**src/wdt_pkg.sv**
```systemverilog
package wdt_pkg;
    // Register map, one aligned word
    localparam logic [11:0] WDT_CTRL_ADDR = 12'h01C;
    localparam logic [31:0] WDT_CTRL_RESET = 32'h0000_0400;
    // Field positions
    localparam int KICK_BIT = 0;
    localparam int RST_EN_BIT = 1;
    localparam int RST_FLAG_BIT = 2;
    localparam int IRQ_FLAG_BIT = 3;
    localparam int SEL_LO_BIT = 4;
    localparam int IRQ_EN_BIT = 6;
    localparam int RUN_EN_BIT = 7;
    localparam int PRESCALE_BIT = 10;
    // Counter and timing
    localparam int CNT_W = 21;
    localparam logic [7:0] PRESCALE_LAST = 8'hFF;
    localparam logic [10:0] RESET_DELAY = 11'h400;
    localparam logic [20:0] TIMEOUT_SEL0 = 21'h004000;
    localparam logic [20:0] TIMEOUT_SEL1 = 21'h010000;
    localparam logic [20:0] TIMEOUT_SEL2 = 21'h040000;
    localparam logic [20:0] TIMEOUT_SEL3 = 21'h100000;
endpackage

```
**src/wdt_timeout_flags.sv**
```systemverilog
// The implementer's own choices: register access over APB and the register offsets.
`timescale 1ns/1ps
// Overview of operation
// - Interrupt enable bit 6 gates the interrupt request; zero suppresses it.
// - Reset timeout is interrupt timeout plus fixed delay, taken as 1024 watchdog clock ticks.
// - Expiry with interrupt enabled sets interrupt flag bit 3.
// - Flag also set when disabled; read only, cleared by writing one.
// - Watchdog-initiated reset sets reset flag bit 2.
// - Reset flag survives watchdog reset until software writes one to clear it.
// - With reset enable zero, no reset and reset flag untouched.
// - Timer enable runs counter; clearing it stops and zeroes the count.
// - Writing one to kick restarts the count; kick self-clears.
// - Reset enable bit 1 allows the reset after timeout.
// - Prescale bit selects undivided crystal or crystal divided by 256.
module wdt_timeout_flags
    import wdt_pkg::*;
(
    // Clock and reset
    input wire logic CLK,
    input wire logic RESETN,
    // APB slave
    input wire logic PSEL,
    input wire logic PENABLE,
    input wire logic PWRITE,
    input wire logic [11:0] PADDR,
    input wire logic [31:0] PWDATA,
    output logic [31:0] PRDATA,
    output logic PREADY,
    output logic PSLVERR,
    // System side
    output logic WDT_IRQ,
    output logic WDT_RESET_REQ
);
    logic run_en_reg, irq_en_reg, rst_en_reg, prescale_reg;
    logic [1:0] sel_reg;
    logic irq_flag_reg, rst_flag_reg;
    logic [7:0] div_reg;
    logic [CNT_W-1:0] cnt_reg;
    logic [10:0] dly_reg;
    logic expired_reg, rst_pulse_reg;
    logic [31:0] prdata_reg;
    logic wr_ctrl, rd_ctrl, hit, tick, kick, timeout;
    logic [CNT_W-1:0] limit;

    assign hit = (PADDR == WDT_CTRL_ADDR);
    assign wr_ctrl = PSEL && PENABLE && PWRITE && hit;
    assign rd_ctrl = PSEL && !PENABLE && !PWRITE;
    assign kick = wr_ctrl && PWDATA[KICK_BIT];
    assign PREADY = 1'b1;
    assign PSLVERR = PSEL && PENABLE && !hit;
    assign PRDATA = prdata_reg;

    // Control fields
    always_ff @(posedge CLK) begin
        if (!RESETN) begin
            run_en_reg <= WDT_CTRL_RESET[RUN_EN_BIT];
            irq_en_reg <= WDT_CTRL_RESET[IRQ_EN_BIT];
            rst_en_reg <= WDT_CTRL_RESET[RST_EN_BIT];
            prescale_reg <= WDT_CTRL_RESET[PRESCALE_BIT];
            sel_reg <= WDT_CTRL_RESET[SEL_LO_BIT +: 2];
        end else if (wr_ctrl) begin
            run_en_reg <= PWDATA[RUN_EN_BIT];
            irq_en_reg <= PWDATA[IRQ_EN_BIT];
            rst_en_reg <= PWDATA[RST_EN_BIT];
            prescale_reg <= PWDATA[PRESCALE_BIT];
            sel_reg <= PWDATA[SEL_LO_BIT +: 2];
        end
    end

    // Read data registered in the setup cycle; kick always reads zero
    always_ff @(posedge CLK) begin
        if (!RESETN) begin
            prdata_reg <= 32'h0000_0000;
        end else if (rd_ctrl) begin
            prdata_reg <= 32'h0000_0000;
            if (hit) begin
                prdata_reg[RUN_EN_BIT] <= run_en_reg;
                prdata_reg[IRQ_EN_BIT] <= irq_en_reg;
                prdata_reg[SEL_LO_BIT +: 2] <= sel_reg;
                prdata_reg[IRQ_FLAG_BIT] <= irq_flag_reg;
                prdata_reg[RST_FLAG_BIT] <= rst_flag_reg;
                prdata_reg[RST_EN_BIT] <= rst_en_reg;
                prdata_reg[PRESCALE_BIT] <= prescale_reg;
            end
        end
    end

    // Prescaler gives a one-cycle tick per watchdog clock
    always_ff @(posedge CLK) begin
        if (!RESETN || !run_en_reg || kick) begin
            div_reg <= 8'h00;
        end else begin
            div_reg <= div_reg + 8'h01;
        end
    end
    assign tick = run_en_reg && (!prescale_reg || div_reg == PRESCALE_LAST);

    always_comb begin
        case (sel_reg)
            2'b00: limit = TIMEOUT_SEL0;
            2'b01: limit = TIMEOUT_SEL1;
            2'b10: limit = TIMEOUT_SEL2;
            2'b11: limit = TIMEOUT_SEL3;
            default: limit = TIMEOUT_SEL0;
        endcase
    end
    assign timeout = tick && !expired_reg && (cnt_reg == limit - 21'h000001);

    // Interrupt count phase
    always_ff @(posedge CLK) begin
        if (!RESETN || !run_en_reg || kick) begin
            cnt_reg <= '0;
            expired_reg <= 1'b0;
        end else if (timeout) begin
            expired_reg <= 1'b1;
        end else if (tick && !expired_reg) begin
            cnt_reg <= cnt_reg + 21'h000001;
        end
    end

    // Reset delay phase after the interrupt timeout
    always_ff @(posedge CLK) begin
        if (!RESETN || !run_en_reg || kick) begin
            dly_reg <= '0;
            rst_pulse_reg <= 1'b0;
        end else begin
            rst_pulse_reg <= 1'b0;
            if (expired_reg && tick && dly_reg != RESET_DELAY) begin
                dly_reg <= dly_reg + 11'h001;
                if (dly_reg == RESET_DELAY - 11'h001 && rst_en_reg) begin
                    rst_pulse_reg <= 1'b1;
                end
            end
        end
    end
    assign WDT_RESET_REQ = rst_pulse_reg;

    // Interrupt flag: set wins over a clear in the same cycle
    always_ff @(posedge CLK) begin
        if (!RESETN) begin
            irq_flag_reg <= 1'b0;
        end else if (timeout) begin
            irq_flag_reg <= 1'b1;
        end else if (wr_ctrl && PWDATA[IRQ_FLAG_BIT]) begin
            irq_flag_reg <= 1'b0;
        end
    end

    // Reset flag is not cleared by RESETN so it survives the reset it causes;
    // system reset must not be wired to RESETN of this block alone if power-on
    // clearing is wanted, hence the flag starts from zero only by software.
    always_ff @(posedge CLK) begin
        if (rst_pulse_reg) begin
            rst_flag_reg <= 1'b1;
        end else if (wr_ctrl && PWDATA[RST_FLAG_BIT]) begin
            rst_flag_reg <= 1'b0;
        end
    end

    assign WDT_IRQ = irq_flag_reg && irq_en_reg;
endmodule

```
**config.mk**
```make
export PLATFORM = sky130hd
export DESIGN_NAME = wdt_timeout_flags
export DESIGN_NICKNAME = d
export VERILOG_FILES = /design/src/wdt_pkg.sv /design/src/wdt_timeout_flags.sv
export SDC_FILE = /design/constraint.sdc
export NUM_CORES = 1
export LEC_CHECK = 0
export ABC_AREA = 1
export BUFFER_PORTS_ARGS = -buffer_cell sky130_fd_sc_hd__buf_2
export CAP_MARGIN = 5
export CORE_ASPECT_RATIO = 0.6
export CORE_MARGIN = 3
export CORE_UTILIZATION = 41
export CTS_CLUSTER_DIAMETER = 60
export DETAILED_ROUTE_END_ITERATION = 12
export GPL_ROUTABILITY_DRIVEN = 0
export PLACE_DENSITY = 0.66
export SYNTH_ARGS = -nofsm -noshare
export SYNTH_HDL_FRONTEND = slang
export SYNTH_SLANG_ARGS = --single-unit
```
**constraint.sdc**
```tcl
create_clock -name CLK -period 2.1 [get_ports CLK]
set_input_delay 0.42 -clock CLK [delete_from_list [all_inputs] [get_ports CLK]]
set_output_delay 0.42 -clock CLK [all_outputs]
set_load 0.02 [all_outputs]
```
Yosys cells after proc, flatten, opt, wreduce, memory -nomap -nowiden

Cells that the tools add are included.

Flip-flop bits (word level): 58
Output and inout bits: 36
Input port bits: 49

Bitwise gates (word level): 2
Mux-type cells: 6
Add/subtract/negate cells: 4
Equal/unequal tests: 8
Reduce and logical (&&, ||, !) cells: 30

Operators with widths:

| cell                  | number |
|---|---|
| $pmux 21 s4           | 1 |
| $add 21x1->21 const B | 1 |
| $eq 21x21->1          | 1 |
| $sub 21x1->21 const B | 1 |
| $logic_and 1x1->1     | 16 |
| $eq 12x5->1 const B   | 1 |
| $add 11x1->11 const B | 1 |
| $eq 11x10->1 const B  | 1 |
| $ne 11x11->1 const B  | 1 |
| $add 8x1->8 const B   | 1 |
| $eq 8x8->1 const B    | 1 |
| $logic_not 1->1       | 7 |
| $mux 7                | 1 |
| $eq 2x2->1 const B    | 2 |
| $mux 1                | 4 |
| $logic_or 1x1->1      | 3 |
| $eq 2x1->1 const B    | 1 |
| $logic_not 2->1       | 1 |
| $not 1->1             | 2 |
| $reduce_and 2->1      | 1 |
| $reduce_bool 2->1     | 1 |
| $reduce_or 2->1       | 1 |

Depth between registers and ports, before layout

Gate-level depths: netlist of run 1.

Depth after elaboration: 7
Depth in mapped cells: 11

Worst setup path before layout of run 1

Ideal clock, no wire load.

Path kind: input port to output port
From: input PADDR[11]
To: output PSLVERR
Stages on the path: 5
Path buffers: 1
Slack: 0.442 ns
Arrival: 1.238 ns
Required time: 1.680 ns
Cell sequence: nor2_1 nand3_1 nor3_2 buf_2 nor2_1

Longest elaborated chain between the ends: 3

Ends and longest elaborated chain:

| element            | RTL line                | text |
|---|---|---|
| start: declaration | wdt_timeout_flags.sv:25 | `input wire logic [11:0] PADDR,` |
| $eq 12x5->1        | wdt_timeout_flags.sv:45 | `assign hit = (PADDR == WDT_CTRL_ADDR);` |
| $logic_not 1->1    | wdt_timeout_flags.sv:50 | `assign PSLVERR = PSEL && PENABLE && !hit;` |
| $logic_and 1x1->1  | wdt_timeout_flags.sv:50 |  |
| end: declaration   | wdt_timeout_flags.sv:29 | `output logic PSLVERR,` |

No other way between the ends.

Worst setup path in the final report of run 1

From: register div_reg[0]
To: register cnt_reg[0]

Longest elaborated chain between the ends: 7

Ends and longest elaborated chain:

| element                               | RTL line                                           | text |
|---|---|---|
| start: declaration                    | wdt_timeout_flags.sv:37                            | `logic [7:0] div_reg;` |
| start signal: assignment              | wdt_timeout_flags.sv:93                            | `div_reg <= div_reg + 8'h01;` |
| $eq 8x8->1 (*)                        | wdt_timeout_flags.sv:96                            | `assign tick = run_en_reg && (!prescale_reg \|\| div_reg == PRESCALE_LAST);` |
| $logic_or 1x1->1 (*)                  | wdt_timeout_flags.sv:96                            |  |
| $logic_and 1x1->1 (*)                 | wdt_timeout_flags.sv:96                            |  |
| $logic_and 1x1->1 (*)                 | wdt_timeout_flags.sv:107, wdt_timeout_flags.sv:116 |  |
| $logic_and 1x1->1                     | wdt_timeout_flags.sv:107                           | `assign timeout = tick && !expired_reg && (cnt_reg == limit - 21'h000001);` |
| $not 1->1 (no source line)            | --                                                 |  |
| $reduce_and 2->1 (no source line) (*) | --                                                 |  |
| end signal: assignment                | wdt_timeout_flags.sv:117                           | `cnt_reg <= cnt_reg + 21'h000001;` |
| end: declaration                      | wdt_timeout_flags.sv:38                            | `logic [CNT_W-1:0] cnt_reg;` |

Mark *: on every way between the ends. The rest lies on a longest branch, timed or not.
A chain may end at the register's enable or synchronous reset.

==> results of run 1 <==
## power by group
part           total (mW)  leakage, nW  internal (mW)  switching, mW
registers            1.11        0.468           1.11        0.00275
clock network        1.56        0.151           1.03          0.521
logic               0.107        0.876         0.0304         0.0768
## metal layers
layer  GRT usage, %  share of wire (%)  up-vias
met5              0                  0        -
met4          4.641               0.49        0
met1          24.30                 50     1372
met3          4.451                8.9        4
met2          22.62                 41       90
li1               -                  -     1655
## final cells by class
| type | instances | share of cell area (%) |
|---|---|---|
| clock buffer | 9 | 5.801 |
| clock inverter | 7 | 2.417 |
| inverter | 44 | 4.254 |
| multi-input combinational | 393 | 47.89 |
| sequential | 58 | 29.91 |
| tap | 104 | 3.352 |
| timing repair buffer | 45 | 6.381 |
## worst min-delay path: cells and delay by family
kind	cells	cell delay, ns
simple gates	2	0.15
buf+inv	1	0.08
## kinds of logic (layout without fill, tap and decap cells)
family                   Yosys count  count (layout)  synth area share (%)
buffers and inverters             83             105                 12.89
flip-flops                        58              58                 34.47
AND/OR/NAND/NOR                  276             276                 35.10
adder cells (fa/ha/maj)            4               4                 1.486
other                              2              25                0.2230
AO/OA/AOI/OAI                     70              70                 11.14
XOR/XNOR                          18              18                 4.680
## per-stage QoR
step | instance area (um2) | hold WS [ns] | utilization (%) | setup slack, ns
floorplan | 3455 | 0.4176 | - | 0.4423
global placement | 3563 | 0.4301 | 46.90 | 0.3153
detailed placement | 3563 | 0.4253 | 46.90 | 0.2488
CTS | 3882 | 0.3547 | 51.10 | 0.2417
global route | 3882 | 0.3704 | 51.10 | 0.04600
finish | 3882 | 0.3609 | 51.10 | 0.2770
## Yosys cell counts, drive strengths merged
cell type  count  area share [%]
nand3b         5             1.1
inv           44             4.9
a21o           1            0.22
xor2          14             3.6
a21oi         45             7.2
nand3         36             5.5
a31oi          1            0.19
o21ai         22             3.3
nand2        153              17
dfxtp         58              34
clkbuf         3            0.33
a211oi         1            0.22
nand4          9             1.7
nor2          67             8.4
xnor2          4             1.0
nor3           6             1.0
conb           2            0.22
buf           36             7.7
ha             4             1.5
## worst max-delay path by stage
stage                                to  slack [ns]  cells past startpoint
2_1_floorplan                   PSLVERR        0.44                      5
3_3_place_gp   cnt_reg[20]$_SDFFE_PP0P_        0.32                      9
3_5_place_dp    cnt_reg[0]$_SDFFE_PP0P_        0.25                     10
4_1_cts         cnt_reg[0]$_SDFFE_PP0P_        0.24                     10
5_1_grt        cnt_reg[17]$_SDFFE_PP0P_        0.05                      9
6_report        cnt_reg[0]$_SDFFE_PP0P_        0.28                     10
==> impl_metrics.yaml, run 1 <==
run_status:
  outcome: "finished, final reports clean"
floorplanning:
  dieWidth_um: 123.0
  num_io_pins: 85
  die_y_um: 76.21
  core_um2: 7597
  num_rows: 24
  start_util_pct: 44.33
  dieArea_um2: 9374
timing:
  fin_crit_sh_pct: 86.81
  setup_viol: 0
  setup-tns-final_ns: 0
  rsz0062_at_grt: "no"
  min_period_ns: 1.823
  fin_skew_ns: 0.005046
  hold_viol_final: 0
  max_freq_ghz: 0.5486
  final_max_slew_viol_count: 0
setup_path:
  r2r_cells: 10
  critical-path-top-delay-family: "simple AND/OR/NAND/NOR gates"
  crit_path_frequent_cell: "nand2_1"
  crit_path_cell_trace: "ha_1, nand2_1, nor2_2, nand2_1, a21oi_2, nand2_1, nor2_1, nand2_1, nand2_1, nor2_1"
  start_kind: "flop"
  worstSetupStartpoint: "div_reg[0]$_SDFF_PP0_"
  critPathSlowestCell: "nor2_1"
  r2r-end: "cnt_reg[0]$_SDFFE_PP0P_"
  worst-path-buf-inv: 0
  cp.arrival_ns: 2.04
  critical_path_class: "flop to flop"
  cp.required_ns: 2.32
  rrSetupSlack_ns: 0.28
  cp-end-kind: "flop"
  max_stage_delay_ns: 0.38
  cp_max_fo: 7
  reg2reg_from: "div_reg[0]$_SDFF_PP0_"
final_layout:
  nets: 604
  layout_commonest_cell: "nand2_1"
  multi_input_area_um2: 1859
  syn_to_final_growth_pct: 15.27
  largest_register_ffs: 21
  diodes: 0
  stdcell_count: 660
  fillers: 757
  regArea_um2: 1161
  final_cell_mix: "149 x nand2_1, 60 x nor2_1, 58 x dfxtp_1"
  drive_above_1_share_pct: 14.57
global_route:
  grt_max_degree: 21
  antenna_found_initial: 0
  grt_pass1_wl_mm: 12.48
  grt.overflow.total: 0
  grt_pass1_vias: 2674
  grt.total_usage_pct: 16.28
clock_tree:
  h-tree-depth: 3
  postCtsSetupBuffers: 0
  ctsHoldBuffers: 0
  clk_pin_slew_worst_paths_ns: 0.05
  cts_tree: "done"
  cts_buffers: 9
  cts_resized: 0
  root_buffer: "clkbuf_16"
  clk_latency_ns: 0.32
  clockBufferDepth: 2
  cts.sinks: 58
routing:
  drt-initial-drc-count: 240
  ant_nets: 0
  wl_per_cell_um: 11.40
  drc_errors: 0
  viasPerCell: 4.729
  vias: 3121
  dr.pass1.iters: 4
  drt-total-wl_mm: 7.522
synth:
  syn_inst: 511
  syn-mean-instance-area_um2: 6.591
  yosysWarnings: 0
  yosysSeqAreaShare_pct: 34.47
  synthesis.area_um2: 3368
  synth_seq_cells: 58
  synth_cell_types: 29
pwr:
  power.total_mw: 2.773
  power.density_nw_per_um2: 714.3
  ir_drop_v: 0.0004703
  leakagePower_nw: 1.495
flow_run:
  max_cap_violations: 0
placed_design:
  dp_hpwl_mm: 5.526
  place_inst: 644
  portBuffers: 36
worst_hold_path:
  worstHoldStart: "PWDATA[10]"
  min_path_cells: 3
  holdPathEnd: "prescale_reg$_SDFFE_PN1N_"
  hold_class: "input port to flop"
Note: power is estimated with default switching activity, not from simulation.
==> inputs of run 2 (changes only) <==
==> constraint.sdc (replaced) <==
create_clock -name CLK -period 2 [get_ports CLK]
set_input_delay 0.4 -clock CLK [delete_from_list [all_inputs] [get_ports CLK]]
set_output_delay 0.4 -clock CLK [all_outputs]
set_load 0.02 [all_outputs]
==> impl_metrics.yaml, run 2 (synthesis gave the netlist of run 1 again) <==
setup_path:
  crit_path_frequent_cell: "nand2_1"
  worst-path-stages: 10
  r2r_cells: 10
  cp-end-kind: "flop"
  cp.required_ns: 2.22
  critical_path_class: "flop to flop"
  cp_max_fo: 20
  cp.arrival_ns: 2.03
  crit_path_cell_trace: "ha_1, nand2_1, nor2_2, nand2_1, nand2_1, nand2_1, nor2_4, nand2_2, o21ai_1, nor2_1"
  start_kind: "flop"
  max_stage_delay_ns: 0.34
  critical-path-top-delay-family: "simple AND/OR/NAND/NOR gates"
  critPathSlowestCell: "dfxtp_1"
  worst-path-buf-inv: 0
clock_tree:
  clk_latency_ns: 0.33
  postCtsSetupBuffers: 0
  cts_buffers: 9
  h-tree-depth: 3
  root_buffer: "clkbuf_16"
  cts.sinks: 58
  clockBufferDepth: 2
  clk_pin_slew_worst_paths_ns: 0.05
  cts_tree: "done"
placed_design:
  portBuffers: 36
  dp_hpwl_mm: 5.588
  place_ws_ns: 0.1983
final_layout:
  regArea_um2: 1161
  layout_commonest_cell: "nand2_1"
  multi_input_area_um2: 1862
  diodes: 0
  drive_above_1_share_pct: 15.36
  final_cell_mix: "148 x nand2_1, 60 x nor2_1, 58 x dfxtp_1"
  post-route-util_pct: 51.84
  fillers: 744
  nets: 608
  syn_to_final_growth_pct: 16.94
  largest_register_ffs: 21
routing:
  wl_per_cell_um: 11.53
  drc_errors: 0
  vias: 3162
  drt-initial-drc-count: 241
  viasPerCell: 4.762
  drt-total-wl_mm: 7.654
  ant_nets: 0
  dr.pass1.iters: 5
global_route:
  grt.overflow.total: 0
  grt.total_usage_pct: 17.00
  grt_max_degree: 21
  grt_pass1_wl_mm: 12.84
  grt_pass1_vias: 2669
  antenna_found_initial: 0
timing:
  final_max_slew_viol_count: 0
  fin_crit_sh_pct: 90.69
  hold_viol_final: 0
  min_period_ns: 1.814
  fin_skew_ns: 0.006135
  setup-tns-final_ns: 0
  max_freq_ghz: 0.5513
  setup_viol: 0
  rsz0062_at_grt: "no"
  setup_slack_ns: 0.1863
pwr:
  ir_drop_v: 0.0004388
  power.density_nw_per_um2: 772.3
  leakagePower_nw: 1.522
floorplanning:
  num_io_pins: 85
  die_y_um: 76.21
  dieArea_um2: 9374
  core_um2: 7597
  start_util_pct: 44.33
  dieWidth_um: 123.0
  num_rows: 24
run_status:
  outcome: "finished, final reports clean"
worst_hold_path:
  hold_class: "input port to flop"
  min_path_cells: 3
flow_run:
  max_cap_violations: 0
==> run 2: where the power goes <==
group          internal, mW  switching, mW
registers              1.16        0.00306
clock network          1.21          0.550
logic                0.0319         0.0801
==> run 2: path summary, 6_finish.rpt <==
check | slack, ns | end | startpoint
setup / recovery | 0.19 | cnt_reg[1]$_SDFFE_PP0P_ | div_reg[0]$_SDFF_PP0_
hold / removal | 0.32 | prescale_reg$_SDFFE_PN1N_ | PWDATA[10]
setup reg to reg | 0.19 | cnt_reg[1]$_SDFFE_PP0P_ | div_reg[0]$_SDFF_PP0_
hold reg to reg | 0.44 | div_reg[0]$_SDFF_PP0_ | div_reg[0]$_SDFF_PP0_
==> run 2: area by class of cell <==
type                    count  area share, %
clock buffers               9          5.718
well taps                 104          3.304
inverters                  44          4.193
multi-input cells         393          47.27
flip-flops and latches     58          29.48
repair buffers             49          7.052
clock inverters             7          2.986
==> run 2: layer usage <==
metal  GRT usage, %  part of all wire [%]  vias to the layer above
met5              0                     0                        -
met4          5.635                   1.4                        0
met3          5.712                   7.6                       14
met2          23.11                    39                       91
met1          24.83                    52                     1389
li1               -                     -                     1668
==> run 2: repair_timing <==
item,CTS,global route
hold buffers,0,0
endpoints found under the setup margin,0,1
resized for setup,0,1
==> run 2: per-stage QoR <==
stage	hold WS (ns)	cells	total power, mW	cell area (um2)
after floorplan	0.4176	534	1.300	3455
after global placement	0.4299	648	1.301	3593
after detailed placement	0.4413	648	1.302	3593
after CTS	0.3159	664	3.077	3936
after global routing	0.3414	664	3.155	3939
final	0.3185	664	3.042	3939
==> run 2: worst min-delay path, cell delays in order <==
cell	delay [ns]
buf_2	0.08
nand3_1	0.07
nand3_1	0.08
==> inputs of run 3 (changes only) <==
--- a/config.mk
+++ b/config.mk
@@ -7,7 +7,7 @@
 export LEC_CHECK = 0
 export ABC_AREA = 1
 export BUFFER_PORTS_ARGS = -buffer_cell sky130_fd_sc_hd__buf_2
-export CAP_MARGIN = 5
+export CAP_MARGIN = 10
 export CORE_ASPECT_RATIO = 0.6
 export CORE_MARGIN = 3
 export CORE_UTILIZATION = 41
==> constraint.sdc (replaced) <==
create_clock -name CLK -period 2 [get_ports CLK]
set_input_delay 0.1 -clock CLK [delete_from_list [all_inputs] [get_ports CLK]]
set_output_delay 0.1 -clock CLK [all_outputs]
set_load 0.02 [all_outputs]
==> impl_metrics.yaml, run 3 (synthesis gave the netlist of run 1 again) <==
floorplanning:
  start_util_pct: 44.33
  dieArea_um2: 9374
  num_io_pins: 85
  die_y_um: 76.21
  core_um2: 7597
  dieWidth_um: 123.0
  num_rows: 24
clock_tree:
  cts.sinks: 58
  ctsHoldBuffers: 0
  h-tree-depth: 3
  postCtsSetupBuffers: 0
  cts_tree: "done"
  clockBufferDepth: 2
  root_buffer: "clkbuf_16"
  clk_pin_slew_worst_paths_ns: 0.05
  cts_resized: 0
  cts_buffers: 9
  clk_latency_ns: 0.33
timing:
  setup-tns-final_ns: 0
  rsz0062_at_grt: "no"
  fin_crit_sh_pct: 90.31
  final_max_slew_viol_count: 0
  hold_viol_final: 0
  setup_viol: 0
  max_freq_ghz: 0.5537
  timing.hold.ws_ns: 0.04185
  fin_skew_ns: 0.009773
  min_period_ns: 1.806
setup_path:
  r2r-end: "dly_reg[1]$_SDFFE_PP0P_"
  rrSetupSlack_ns: 0.19
  worst-path-buf-inv: 0
  cp.arrival_ns: 2.02
  cp-end-kind: "flop"
  critical_path_class: "flop to flop"
  start_kind: "flop"
  critPathSlowestCell: "dfxtp_1"
  crit_path_frequent_cell: "nand2_1"
  r2r_cells: 8
  critical-path-top-delay-family: "simple AND/OR/NAND/NOR gates"
  max_stage_delay_ns: 0.35
  reg2reg_from: "div_reg[0]$_SDFF_PP0_"
  cp_max_fo: 12
  cp.required_ns: 2.21
  crit_path_cell_trace: "ha_1, nand2_1, nor2_2, nand2_1, a21oi_2, nand2_1, o21ai_0, nor2_1"
global_route:
  grt.total_usage_pct: 16.77
  grt.overflow.total: 0
  grt_pass1_wl_mm: 12.81
  antenna_found_initial: 0
  grt_pass1_vias: 2725
  grt_max_degree: 21
final_layout:
  drive_above_1_share_pct: 15.18
  diodes: 0
  syn_to_final_growth_pct: 17.16
  nets: 608
  layout_commonest_cell: "nand2_1"
  largest_register_ffs: 21
  final_cell_mix: "149 x nand2_1, 60 x nor2_1, 58 x dfxtp_1"
routing:
  viasPerCell: 4.840
  drt-initial-drc-count: 322
  drt-total-wl_mm: 7.846
  ant_nets: 0
  vias: 3214
  wl_per_cell_um: 11.82
  dr.pass1.iters: 5
  drc_errors: 0
worst_hold_path:
  holdPathEnd: "prescale_reg$_SDFFE_PN1N_"
  worstHoldStart: "PWDATA[10]"
  min_path_cells: 3
  hold_class: "input port to flop"
pwr:
  power.density_nw_per_um2: 783.0
  ir_drop_v: 0.0003872
  leakagePower_nw: 1.539
  power.total_mw: 3.090
placed_design:
  dp_hpwl_mm: 5.785
  portBuffers: 36
flow_run:
  max_cap_violations: 0
run_status:
  outcome: "finished, final reports clean"
==> run 3: cell types whose count changed in the layout (fill, tap and decap cells not counted), sizes merged <==
cell	before	now
clkbuf	9	11
clkinvlp	3	0
clkinv	1	2
==> run 3: worst reg2reg max path, cell delays in order (launching register included) <==
cell     delay (ns)
dfxtp_1        0.35
ha_1           0.18
nand2_1        0.08
nor2_2         0.12
nand2_1        0.15
a21oi_2        0.20
nand2_1        0.29
o21ai_0        0.27
nor2_1         0.06
==> run 3: worst max-delay path by stage <==
stage                                        from                        to  slack (ns)  cells after the start
after floorplan           cnt_reg[0]$_SDFFE_PP0P_   cnt_reg[4]$_SDFFE_PP0P_        0.39                      9
after global placement      div_reg[0]$_SDFF_PP0_   cnt_reg[1]$_SDFFE_PP0P_        0.26                     10
after detailed placement    div_reg[0]$_SDFF_PP0_   dly_reg[1]$_SDFFE_PP0P_        0.20                      8
after CTS                   div_reg[0]$_SDFF_PP0_   dly_reg[1]$_SDFFE_PP0P_        0.19                      8
after global routing        div_reg[0]$_SDFF_PP0_  WDT_RESET_REQ$_SDFF_PP0_       0.005                      9
final                       div_reg[0]$_SDFF_PP0_   dly_reg[1]$_SDFFE_PP0P_        0.19                      8
==> run 3: stage by stage <==
stage               cells  utilization, %  area (um2)  setup WS, ns
global route          664           51.94        3946      0.005264
floorplan             534               -        3455        0.3916
finish                664           51.94        3946        0.1939
CTS                   664           51.94        3946        0.1895
detailed placement    648           47.30        3593        0.2042
global placement      648           47.30        3593        0.2567
==> run 3: where the power goes <==
group          switching, mW  internal, mW
combinational         0.0803        0.0319
clock                  0.531          1.28
sequential           0.00309          1.16
total                  0.615          2.47
==> run 3: layout make-up <==
cell class	instances	area, um2
Clock buffer	11	252.7
Clock inverter	5	100.1
Fill cell	731	3651
Inverter	44	165.2
Multi-Input combinational cell	393	1859
Sequential cell	58	1161
Tap cell	104	130.1
Timing Repair Buffer	49	277.8
==> run 3: layer usage <==
layer,up-vias,wire [um],GRT usage [%]
li1,1668,-,-
met1,1437,3945,25.16
met2,104,3225,23.16
met3,5,638,5.415
met4,0,38,3.536
met5,-,0,0
